$ cat src/core/tsi_pkg.sv
// Summary of operation
// - two internal timing buses each carry clock, sync and gate to converter paths.
// - external clock goes straight or divided to converter sections, giving different clocks.
// - vcxo mode uses on-board oscillator; front-panel input becomes 10 MHz lock reference.
// - as sync-bus slave, take clock, sync and gate from the bus inputs.
// - as sync-bus master, drive clock, sync and gate onto the shared bus.
// - host link supports up to eight lanes and runs at reduced width automatically.
// - link indicator blinks once the host link is up.
// - master indicator lit while bus master, dark otherwise.
// - pps indicator lit while pulses valid, blinking at the pulse rate.
// - thermal indicator lit when any sensor reports over-temperature or over-voltage.
// - clock indicator lit only with valid clock; no data processed without one.
// - per-input overload indicator on analog overload or capture fifo overrun.
// - user indicator driven only by the user application.
// - dividers by 1, 2, 4, 8 or 16, set separately for input and output clocks.
// - clock source selectable among vcxo, external clock and timing bus.
package tsi_pkg;

  typedef enum logic [1:0] {
    TSI_SRC_VCXO = 2'b00,
    TSI_SRC_EXT  = 2'b01,
    TSI_SRC_BUS  = 2'b10
  } tsi_src_t;

  // ----------------------------------------------------------------
  // timing
  // ----------------------------------------------------------------
  localparam int unsigned SYS_CLK_KHZ = 125000;
  localparam int unsigned REF_CLK_MHZ = 10;
  localparam int unsigned LINK_BLINK_MS = 250;
  localparam int unsigned LINK_BLINK_CYC = LINK_BLINK_MS * SYS_CLK_KHZ;
  localparam int unsigned PPS_TIMEOUT_MS = 1500;
  localparam int unsigned PPS_TIMEOUT_CYC = PPS_TIMEOUT_MS * SYS_CLK_KHZ;
  localparam int unsigned PPS_ON_MS = 100;
  localparam int unsigned PPS_ON_CYC = PPS_ON_MS * SYS_CLK_KHZ;
  localparam int unsigned CLKDET_WIN_CYC = 1024;

  // ----------------------------------------------------------------
  // reset values and field codes
  // ----------------------------------------------------------------
  localparam logic [2:0] DIV_CODE_MAX = 3'h4;
  localparam logic [3:0] LINK_WIDTH_RST = 4'h0;
  localparam logic [15:0] EDGE_CNT_RST = 16'h0000;
  localparam logic [31:0] CNT_RST = 32'h0000_0000;
  localparam int unsigned SYNC_STAGES = 3;

  // half period, minus one, in source edges for a divider code
  function automatic logic [3:0] tsi_half(input logic [2:0] code);
    case (code)
      3'h0: tsi_half = 4'h0;
      3'h1: tsi_half = 4'h0;
      3'h2: tsi_half = 4'h1;
      3'h3: tsi_half = 4'h3;
      default: tsi_half = 4'h7;
    endcase
  endfunction : tsi_half

endpackage : tsi_pkg

$ cat src/core/tsi_timing_status.sv
`timescale 1ns/100ps
module tsi_timing_status
  import tsi_pkg::*;
#(
  parameter int unsigned NSENS = 4,
  parameter int unsigned NCH = 3,
  parameter int unsigned LINK_BLINK = LINK_BLINK_CYC,
  parameter int unsigned PPS_TIMEOUT = PPS_TIMEOUT_CYC,
  parameter int unsigned PPS_ON = PPS_ON_CYC
) (
  input wire logic sys_clk, // 125 MHz system clock
  input wire logic nrst, // async reset, active low
  input wire logic [1:0] clk_src_sel, // vcxo, external or bus source
  input wire logic vcxo_ref_en, // external input used as vcxo reference
  input wire logic [2:0] adc_div_code, // input clock divider code
  input wire logic [2:0] dac_div_code, // output clock divider code
  input wire logic bus_master_en, // act as sync-bus master
  input wire logic local_sync, // locally made sync
  input wire logic local_gate, // locally made gate
  input wire logic vcxo_clk, // on-board oscillator (pin)
  input wire logic ext_clk, // front-panel clock (pin)
  input wire logic bus_clk_in, // sync-bus clock (pin)
  input wire logic bus_sync_in, // sync-bus sync (pin)
  input wire logic bus_gate_in, // sync-bus gate (pin)
  input wire logic pps_in, // pulse per second (pin)
  input wire logic [NSENS-1:0] sensor_alarm, // sensor alarms (pins)
  input wire logic [NCH-1:0] adc_overload, // converter overload (pins)
  input wire logic [NCH-1:0] adc_fifo_overrun, // capture fifo overrun
  input wire logic dac_fifo_empty, // output fifo empty
  input wire logic link_up, // host link trained
  input wire logic [7:0] lane_ok, // per-lane trained flags
  input wire logic user_led, // user application request
  input wire logic [15:0] clk_cnt_min, // least edges per window
  input wire logic [15:0] clk_cnt_max, // most edges per window
  output logic adc_clk_out, // input timing bus clock
  output logic adc_sync_out, // input timing bus sync
  output logic adc_gate_out, // input timing bus gate
  output logic dac_clk_out, // output timing bus clock
  output logic dac_sync_out, // output timing bus sync
  output logic dac_gate_out, // output timing bus gate
  output logic vcxo_lock_en, // phase-lock oscillator to reference
  output logic vcxo_ref_out, // reference clock to the lock loop
  output logic bus_clk_out, // sync-bus clock drive
  output logic bus_sync_out, // sync-bus sync drive
  output logic bus_gate_out, // sync-bus gate drive
  output logic bus_oe_n, // sync-bus drive enable, low drives
  output logic [3:0] link_width, // negotiated lane count
  output logic link_indicator, // link indicator
  output logic user_indicator, // user indicator
  output logic bus_master_indicator, // master indicator
  output logic pps_indicator, // pps indicator
  output logic thermal_alarm_indicator, // thermal indicator
  output logic clock_indicator, // clock indicator
  output logic data_enable, // data path may process samples
  output logic output_underrun_indicator, // output underrun indicator
  output logic [NCH-1:0] input_overload_indicator // per-input overload
);

  localparam int unsigned SW = 6 + NSENS + NCH;

  // ----------------------------------------------------------------
  // reset release
  // ----------------------------------------------------------------
  logic [1:0] rst_pipe_reg;
  logic rst_n;

  always_ff @(posedge sys_clk or negedge nrst) begin
    if (!nrst) begin
      rst_pipe_reg <= 2'h0;
    end else begin
      rst_pipe_reg <= {rst_pipe_reg[0], 1'b1};
    end
  end
  assign rst_n = rst_pipe_reg[1];

  // ----------------------------------------------------------------
  // pin synchronisers
  // ----------------------------------------------------------------
  // a change is accepted only when stages two and three agree
  logic [SW-1:0] pins;
  logic [SW-1:0] s1_reg, s2_reg, s3_reg, pin_reg, pin_next;

  assign pins = {adc_overload, sensor_alarm, pps_in, bus_gate_in, bus_sync_in,
                 bus_clk_in, ext_clk, vcxo_clk};

  always_comb begin
    pin_next = pin_reg;
    for (int i = 0; i < SW; i++) begin
      if (s2_reg[i] == s3_reg[i]) begin
        pin_next[i] = s3_reg[i];
      end
    end
  end

  always_ff @(posedge sys_clk or negedge rst_n) begin
    if (!rst_n) begin
      s1_reg <= '0;
      s2_reg <= '0;
      s3_reg <= '0;
      pin_reg <= '0;
    end else begin
      s1_reg <= pins;
      s2_reg <= s1_reg;
      s3_reg <= s2_reg;
      pin_reg <= pin_next;
    end
  end

  logic vcxo_s, ext_s, bclk_s, bsync_s, bgate_s, pps_s;
  logic [NSENS-1:0] alarm_s;
  logic [NCH-1:0] ovl_s;
  assign {ovl_s, alarm_s, pps_s, bgate_s, bsync_s, bclk_s, ext_s, vcxo_s} = pin_reg;

  // ----------------------------------------------------------------
  // source selection and dividers
  // ----------------------------------------------------------------
  logic use_bus, src_now, sync_sel, gate_sel, src_edge;
  logic src_prev_reg;
  logic [3:0] div_cnt_reg [2], div_cnt_next [2];
  logic [1:0] div_out_reg, div_out_next;
  logic [2:0] code [2];

  always_comb begin
    // a master never takes its clock from the bus it drives
    use_bus = !bus_master_en || (clk_src_sel == TSI_SRC_BUS);
    if (!bus_master_en) begin
      src_now = bclk_s;
    end else begin
      case (clk_src_sel)
        TSI_SRC_EXT: src_now = vcxo_ref_en ? vcxo_s : ext_s;
        default: src_now = vcxo_s;
      endcase
    end
    sync_sel = bus_master_en ? local_sync : bsync_s;
    gate_sel = bus_master_en ? local_gate : bgate_s;
    src_edge = src_now && !src_prev_reg;
    code[0] = (adc_div_code > DIV_CODE_MAX) ? DIV_CODE_MAX : adc_div_code;
    code[1] = (dac_div_code > DIV_CODE_MAX) ? DIV_CODE_MAX : dac_div_code;
    for (int p = 0; p < 2; p++) begin
      div_cnt_next[p] = div_cnt_reg[p];
      div_out_next[p] = div_out_reg[p];
      if (code[p] == 3'h0) begin
        div_cnt_next[p] = 4'h0;
        div_out_next[p] = src_now; // straight through
      end else if (src_edge) begin
        if (div_cnt_reg[p] >= tsi_half(code[p])) begin
          div_cnt_next[p] = 4'h0;
          div_out_next[p] = !div_out_reg[p];
        end else begin
          div_cnt_next[p] = div_cnt_reg[p] + 4'h1;
        end
      end
    end
  end

  always_ff @(posedge sys_clk or negedge rst_n) begin
    if (!rst_n) begin
      src_prev_reg <= 1'b0;
      div_cnt_reg[0] <= 4'h0;
      div_cnt_reg[1] <= 4'h0;
      div_out_reg <= 2'h0;
    end else begin
      src_prev_reg <= src_now;
      div_cnt_reg[0] <= div_cnt_next[0];
      div_cnt_reg[1] <= div_cnt_next[1];
      div_out_reg <= div_out_next;
    end
  end

  // ----------------------------------------------------------------
  // clock presence, pps and link blink
  // ----------------------------------------------------------------
  logic [31:0] win_reg, win_next, pps_age_reg, pps_age_next;
  logic [31:0] pps_on_reg, pps_on_next, blink_reg, blink_next;
  logic [15:0] edges_reg, edges_next;
  logic clk_ok_reg, clk_ok_next, pps_ok_reg, pps_ok_next;
  logic pps_prev_reg, blink_on_reg, blink_on_next, pps_edge;

  always_comb begin
    win_next = win_reg + 32'h1;
    edges_next = edges_reg;
    clk_ok_next = clk_ok_reg;
    if (src_edge && edges_reg != 16'hffff) begin
      edges_next = edges_reg + 16'h1;
    end
    if (win_reg >= 32'(CLKDET_WIN_CYC - 1)) begin
      win_next = CNT_RST;
      edges_next = EDGE_CNT_RST;
      clk_ok_next = (edges_reg >= clk_cnt_min) && (edges_reg <= clk_cnt_max);
    end
    pps_edge = pps_s && !pps_prev_reg;
    pps_age_next = pps_age_reg + 32'h1;
    pps_ok_next = pps_ok_reg;
    pps_on_next = (pps_on_reg != CNT_RST) ? pps_on_reg - 32'h1 : CNT_RST;
    if (pps_edge) begin
      pps_age_next = CNT_RST;
      pps_ok_next = 1'b1;
      pps_on_next = 32'(PPS_ON);
    end else if (pps_age_reg >= 32'(PPS_TIMEOUT - 1)) begin
      // no pulse for too long: no longer valid
      pps_age_next = pps_age_reg;
      pps_ok_next = 1'b0;
    end
    blink_next = blink_reg + 32'h1;
    blink_on_next = blink_on_reg;
    if (!link_up) begin
      blink_next = CNT_RST;
      blink_on_next = 1'b0;
    end else if (blink_reg >= 32'(LINK_BLINK - 1)) begin
      blink_next = CNT_RST;
      blink_on_next = !blink_on_reg;
    end
  end

  always_ff @(posedge sys_clk or negedge rst_n) begin
    if (!rst_n) begin
      win_reg <= CNT_RST;
      edges_reg <= EDGE_CNT_RST;
      clk_ok_reg <= 1'b0;
      pps_prev_reg <= 1'b0;
      pps_age_reg <= CNT_RST;
      pps_ok_reg <= 1'b0;
      pps_on_reg <= CNT_RST;
      blink_reg <= CNT_RST;
      blink_on_reg <= 1'b0;
    end else begin
      win_reg <= win_next;
      edges_reg <= edges_next;
      clk_ok_reg <= clk_ok_next;
      pps_prev_reg <= pps_s;
      pps_age_reg <= pps_age_next;
      pps_ok_reg <= pps_ok_next;
      pps_on_reg <= pps_on_next;
      blink_reg <= blink_next;
      blink_on_reg <= blink_on_next;
    end
  end

  // ----------------------------------------------------------------
  // registered outputs
  // ----------------------------------------------------------------
  logic [3:0] width_next;

  always_comb begin
    // widest group of 8, 4, 2 or 1 lanes from lane 0 that are all trained
    if (&lane_ok) begin
      width_next = 4'h8;
    end else if (&lane_ok[3:0]) begin
      width_next = 4'h4;
    end else if (&lane_ok[1:0]) begin
      width_next = 4'h2;
    end else if (lane_ok[0]) begin
      width_next = 4'h1;
    end else begin
      width_next = LINK_WIDTH_RST;
    end
  end

  always_ff @(posedge sys_clk or negedge rst_n) begin
    if (!rst_n) begin
      adc_clk_out <= 1'b0;
      adc_sync_out <= 1'b0;
      adc_gate_out <= 1'b0;
      dac_clk_out <= 1'b0;
      dac_sync_out <= 1'b0;
      dac_gate_out <= 1'b0;
      vcxo_lock_en <= 1'b0;
      vcxo_ref_out <= 1'b0;
      bus_clk_out <= 1'b0;
      bus_sync_out <= 1'b0;
      bus_gate_out <= 1'b0;
      bus_oe_n <= 1'b1;
      link_width <= LINK_WIDTH_RST;
      link_indicator <= 1'b0;
      user_indicator <= 1'b0;
      bus_master_indicator <= 1'b0;
      pps_indicator <= 1'b0;
      thermal_alarm_indicator <= 1'b0;
      clock_indicator <= 1'b0;
      data_enable <= 1'b0;
      output_underrun_indicator <= 1'b0;
      input_overload_indicator <= '0;
    end else begin
      adc_clk_out <= div_out_reg[0];
      adc_sync_out <= sync_sel;
      adc_gate_out <= gate_sel;
      dac_clk_out <= div_out_reg[1];
      dac_sync_out <= sync_sel;
      dac_gate_out <= gate_sel;
      vcxo_lock_en <= bus_master_en && vcxo_ref_en && !use_bus;
      vcxo_ref_out <= bus_master_en && vcxo_ref_en && ext_s;
      bus_clk_out <= bus_master_en && src_now;
      bus_sync_out <= bus_master_en && local_sync;
      bus_gate_out <= bus_master_en && local_gate;
      bus_oe_n <= !bus_master_en;
      link_width <= link_up ? width_next : LINK_WIDTH_RST;
      link_indicator <= link_up && blink_on_reg;
      user_indicator <= user_led;
      bus_master_indicator <= bus_master_en;
      pps_indicator <= pps_ok_reg && (pps_on_reg != CNT_RST);
      thermal_alarm_indicator <= |alarm_s;
      clock_indicator <= clk_ok_reg;
      data_enable <= clk_ok_reg;
      output_underrun_indicator <= dac_fifo_empty;
      input_overload_indicator <= ovl_s | adc_fifo_overrun;
    end
  end

endmodule : tsi_timing_status

$ cat config.mk
export PLATFORM = sky130hd
export DESIGN_NAME = tsi_timing_status
export DESIGN_NICKNAME = d
export VERILOG_FILES = /design/src/core/tsi_pkg.sv /design/src/core/tsi_timing_status.sv
export SDC_FILE = /design/constraint.sdc
export NUM_CORES = 1
export LEC_CHECK = 0
export CAP_MARGIN = 20
export CORE_MARGIN = 10
export CORE_UTILIZATION = 55
export DETAILED_ROUTE_END_ITERATION = 7
export DONT_BUFFER_PORTS = 1
export PLACE_DENSITY = 0.7
export SLEW_MARGIN = 20
export SYNTH_ARGS = -nofsm -noshare
export SYNTH_HDL_FRONTEND = slang
export SYNTH_SLANG_ARGS = --single-unit
$ cat constraint.sdc
create_clock -name sys_clk -period 13 [get_ports sys_clk]
set_input_delay 1.95 -clock sys_clk [delete_from_list [all_inputs] [get_ports sys_clk]]
set_output_delay 1.95 -clock sys_clk [all_outputs]
set_load 0.01 [all_outputs]
Word-level counts from Yosys, hierarchy flattened
Index checks and enable logic that the tools add are counted.
Widths: inputs -> output; s select.
{"block": "op_classes", "addsub": 7, "order_cmp": 9, "n_eq_ne": 24, "mux": 43, "n_bitwise": 1, "n_reduce_logical": 35}
{"op": "$mux 32", "count": 7}
{"op": "$add 32x1->32 const B", "count": 3}
{"op": "$mux 4", "count": 13}
{"op": "$ge 32x10->1 const B", "count": 1}
{"op": "$ge 32x25->1 const B", "count": 1}
{"op": "$ge 32x28->1 const B", "count": 1}
{"op": "$mux 16", "count": 2}
{"op": "$reduce_bool 32->1", "count": 1}
{"op": "$sub 32x1->32 const B", "count": 1}
{"op": "$pmux 3 s3", "count": 2}
{"op": "$add 16x1->16 const B", "count": 1}
{"op": "$ge 16x16->1", "count": 1}
{"op": "$le 16x16->1", "count": 1}
{"op": "$mux 1", "count": 16}
{"op": "$ne 16x16->1 const B", "count": 1}
{"op": "$eq 1x1->1", "count": 13}
{"op": "$eq 3x2->1 const B", "count": 4}
{"op": "$logic_and 1x1->1", "count": 12}
{"op": "$reduce_bool 2->1", "count": 6}
{"op": "$add 4x1->4 const B", "count": 2}
{"op": "$ge 4x4->1", "count": 2}
{"op": "$reduce_and 8->1", "count": 1}
{"op": "$logic_not 1->1", "count": 7}
{"op": "$eq 3x1->1 const B", "count": 2}
{"op": "other kinds (13)", "count": 18}
{"block": "word_totals", "ff_bits": 237, "out_inout_bits": 27, "wordCells": 169}

Logic depth before layout (Yosys ltp)
{"block": "depth", "ltp_word": 10, "depth_mapped": 9, "ltp_nobuf": 9}

Worst setup path before layout
No wires, ideal clock.
{"block": "synth_path", "kind": "input to register", "from": "in adc_div_code[2]", "to": "reg div_cnt_reg[4] in the netlist's numbering", "setup_time_ps": 84, "arrival_time_ps": 4038, "required_ps": 12916, "slack_ps": 8877, "path_stages": 7, "path_buffers": 0, "cell_sequence": "or3b_2 ha_1 nand2b_1 a21o_1 a2111oi_1 o21ai_0 o21ai_0"}
{"block": "synth_via", "elab_chain_len": 10}
{"item": "from (decl)", "line": "tsi_timing_status.sv:15", "rtl": "input wire logic [2:0] adc_div_code,"}
{"item": "$gt 3x3->1", "line": "tsi_timing_status.sv:137", "rtl": "code[0] = (adc_div_code > DIV_CODE_MAX) ? DIV_CODE_MAX : adc_div_code;"}
{"item": "$mux 3 (*)", "line": "tsi_timing_status.sv:137"}
{"item": "$eq 3x2->1 / $eq 3x1->1 (equally long branches)", "line": "tsi_pkg.sv:49", "rtl": "case (code)"}
{"item": "$pmux 3 s3", "line": "tsi_pkg.sv:49"}
{"item": "$mux 4", "line": "tsi_timing_status.sv:145", "rtl": "end else if (src_edge) begin"}
{"item": "$mux 4", "line": "tsi_timing_status.sv:142", "rtl": "if (code[p] == 3'h0) begin"}
{"item": "$ge 4x4->1", "line": "tsi_timing_status.sv:146", "rtl": "if (div_cnt_reg[p] >= tsi_half(code[p])) begin"}
{"item": "$mux 4", "line": "tsi_timing_status.sv:146"}
{"item": "$mux 4", "line": "tsi_timing_status.sv:145"}
{"item": "$mux 4", "line": "tsi_timing_status.sv:142"}
{"item": "to (decl)", "line": "tsi_timing_status.sv:119", "rtl": "logic [3:0] div_cnt_reg [2], div_cnt_next [2];"}
Mark *: on every way between the ends. The rest lies on a longest branch, timed or not. The select of a mux whose other input is x is not followed.
A chain may end at the register's enable or synchronous reset.

Worst setup path in the final report
Ends and elaborated chain as after synthesis.

==> impl_metrics.ini <==
[run_status]
outcome = finished clean

[global_route]
grt_usage_pct = 14.9
grt_pass1_vias = 6703
grt_first_pass_wirelength_um = 31600
overflow = 0
grt_start_max_net_pins = 181
antenna_found_initial = 0

[clock_network]
cts-root-buf = clkbuf_16
cts_tree = yes
h-tree-depth = 1
path_clk_slew_ps = 60
cts_buffers = 25
clk_path_buf_depth = 3
postCtsSetupBuffers = 0
clock_latency_ps = 510
hold_buffers = 0
numClockSinks = 237
cts_resized = 0

[floorplanning]
initial_core_util_pct = 56.1
die_x_um = 158
die_y_um = 158
dieArea_mm2 = 0.0250
core_mm2 = 0.0187
ioPinCount = 100
rows = 50

[worst_hold_path]
hold_start = s1_reg[1]$_DFF_PN0_
hold_class = register to register

[finish]
final_nets = 1132
antennaDiodeCount = 0
final_layout_size_suffix_gt1_share_pct = 6.89
area_growth_pct = 11.0
stdcell_area_mm2 = 0.0116
nFillCells = 1491
multiInputGateArea_mm2 = 0.00434
regArea_mm2 = 0.00594

[timing]
fin_tns_setup_ps = 0
tightest_slew_ps = 931
rsz0062_at_grt = no
timing.fmax_ghz = 0.258
fin_crit_sh_pct = 29.8
timing.slew.headroom_pct = 37.8
setup_viol = 0
setup_ws_ps = 9120
hold_viol = 0
slew_violations = 0
period_needed_ps = 3880
fin_skew_ps = 9.74

[logic_synthesis]
synth_cells = 979
synth_edf_count = 0
yosys_register_bits = 237
yosys_warnings = 0
postSynthAreaPerCell_um2 = 10.7
yosys.cell_types.count = 62
syn_area_mm2 = 0.0105
yosysSeqAreaShare_pct = 56.6
synth_top_flop_cell = dfrtp_1
async_reset_ff_share_pct = 100

[detailed_routing]
drc_errors = 0
first_pass_iters = 4
met1_length_um = 8830
vias_per_cell = 5.41
vias = 6844
drt_iter0_drc = 390
drt_wl_total_um = 18700
top_layer_used = met4
post_drt_wl_per_cell_um = 14.8
antenna_left = 0
wl_met3_um = 1250
wl_met2_um = 8270

[run]
drv_cap = 0

[placement]
dpl_cell_area_mm2 = 0.0108
pre_cts_ws_ps = 8560
io_buffers = 0
place_congestion = 0.857
hpwl_um = 12400

[worst_setup_path]
critPathMaxFanout = 6
cp-start-kind = input pin
worstPathRequired_ps = 13430
cp.arrival_ps = 4310
end_kind = register
criticalPathCategory = input pin to register
r2r-start = pps_age_reg[0]$_DFFE_PN0P_
crit_start = adc_div_code[2]

[pwr]
power.density_mw_per_mm2 = 145
p_leak_uw = 0.00510
total_power_uw = 1690
ir_worst_vdd_uv = 124
## placed cells by master, fill, tap and decap left out, types with 5 or more instances in the layout
master,Yosys,final
ha_1,45,45
maj3_1,13,13
nand2b_1,9,9
and3_1,9,9
clkinv_2,0,7
nand4_1,24,24
xnor2_1,65,65
buf_4,3,5
inv_1,52,52
conb_1,2,30
nand2_1,62,62
o21ai_0,30,30
or4_1,8,8
clkbuf_16,0,25
a211oi_1,13,13
nor3_1,22,22
or2_2,6,6
a31o_2,6,6
nor2_1,140,140
a21o_1,7,7
and2_1,9,9
nor2b_1,7,7
nor4_1,18,18
or3_1,13,13
nand3_1,43,43
a21oi_1,38,38
xor2_1,22,22
dfrtp_1,236,235
## critical path: stages
cell	delay [ps]
or3b_2	450
ha_1	270
nand2b_1	140
a21o_1	170
a2111oi_1	850
o21ai_0	270
o21ai_0	210
## kinds of logic after synthesis
group	after synthesis	share of synthesized area (%)
simple gates	386	18.0
flops	237	56.6
compound gates	127	8.06
xor+xnor	87	7.27
buf+inv	78	3.04
fa+ha+maj	58	6.61
mux	4	0.394
other cells	2	0.0716
## Yosys cell counts, types with 3 or more instances
master,n,share of area [%]
a21o_1,7,0.50
dfrtp_1,236,56
or2_2,6,0.36
clkbuf_1,14,0.50
nor2_1,140,5.0
a21oi_1,38,1.8
or3_1,13,0.78
o21ai_0,30,1.4
nor3_1,22,1.0
maj3_1,13,1.2
buf_4,3,0.21
inv_1,52,1.9
buf_2,6,0.29
a31o_2,6,0.50
nand2_1,62,2.2
and2_1,9,0.54
ha_1,45,5.4
mux2i_1,3,0.29
a31oi_1,4,0.24
nor2b_1,7,0.42
nor4_1,18,1.1
a2111oi_1,3,0.29
xor2_1,22,1.8
o211ai_1,4,0.29
and3_1,9,0.54
nand2b_1,9,0.54
a2111oi_2,3,0.43
nand4_1,24,1.4
or4_1,8,0.57
xnor2_1,65,5.4
nand3_1,43,2.1
and4_1,4,0.33
a211oi_1,13,0.93
## where the power goes
group | switching (uW) | internal (uW) | leakage [uW]
Sequential | 52.5 | 791 | 0.00298
Clock | 280 | 422 | 0.000399
Combinational | 86.7 | 60.9 | 0.00172
## final timing paths
path | to | slack, ps | depth (start not counted)
setup / recovery | div_cnt_reg[4]$_DFFE_PN0P_ | 9120 | 7
hold / removal | s2_reg[1]$_DFF_PN0_ | 350 | 0
setup reg to reg | pps_age_reg[15]$_DFFE_PN0P_ | 9860 | 7
hold reg to reg | s2_reg[1]$_DFF_PN0_ | 350 | 0
max in group asynchronous | vcxo_ref_out$_DFF_PN0_ | 11260 | 1
min in group asynchronous | s1_reg[10]$_DFF_PN0_ | 370 | 0
## area by class of cell
| cell class | count | area share, % |
|---|---|---|
| inverters | 52 | 1.68 |
| multi-input cells | 692 | 37.3 |
| flip-flops and latches | 237 | 51.0 |
| clock buffers | 29 | 5.68 |
| repair buffers | 6 | 0.494 |
| well taps | 234 | 2.52 |
| clock inverters | 14 | 1.34 |
## routing by layer
metal  track usage, %  up-vias
li1                 -     3418
met1             20.6     3254
met2             23.3      147
met3             3.23       25
met4             3.93        0
met5                0        -
## stage by stage
| stage | hold WS (ps) | std cells | util (%) |
|---|---|---|---|
| 3_5_place_dp | 336 | 1221 | 57.9 |
| 4_1_cts | 348 | 1264 | 62.2 |
| 2_1_floorplan | 331 | 1007 | - |
| 5_1_grt | 355 | 1264 | 62.2 |
| 6_report | 346 | 1264 | 62.2 |
| 3_3_place_gp | 332 | 1221 | 57.9 |
Power figures use the tool's default switching activity.
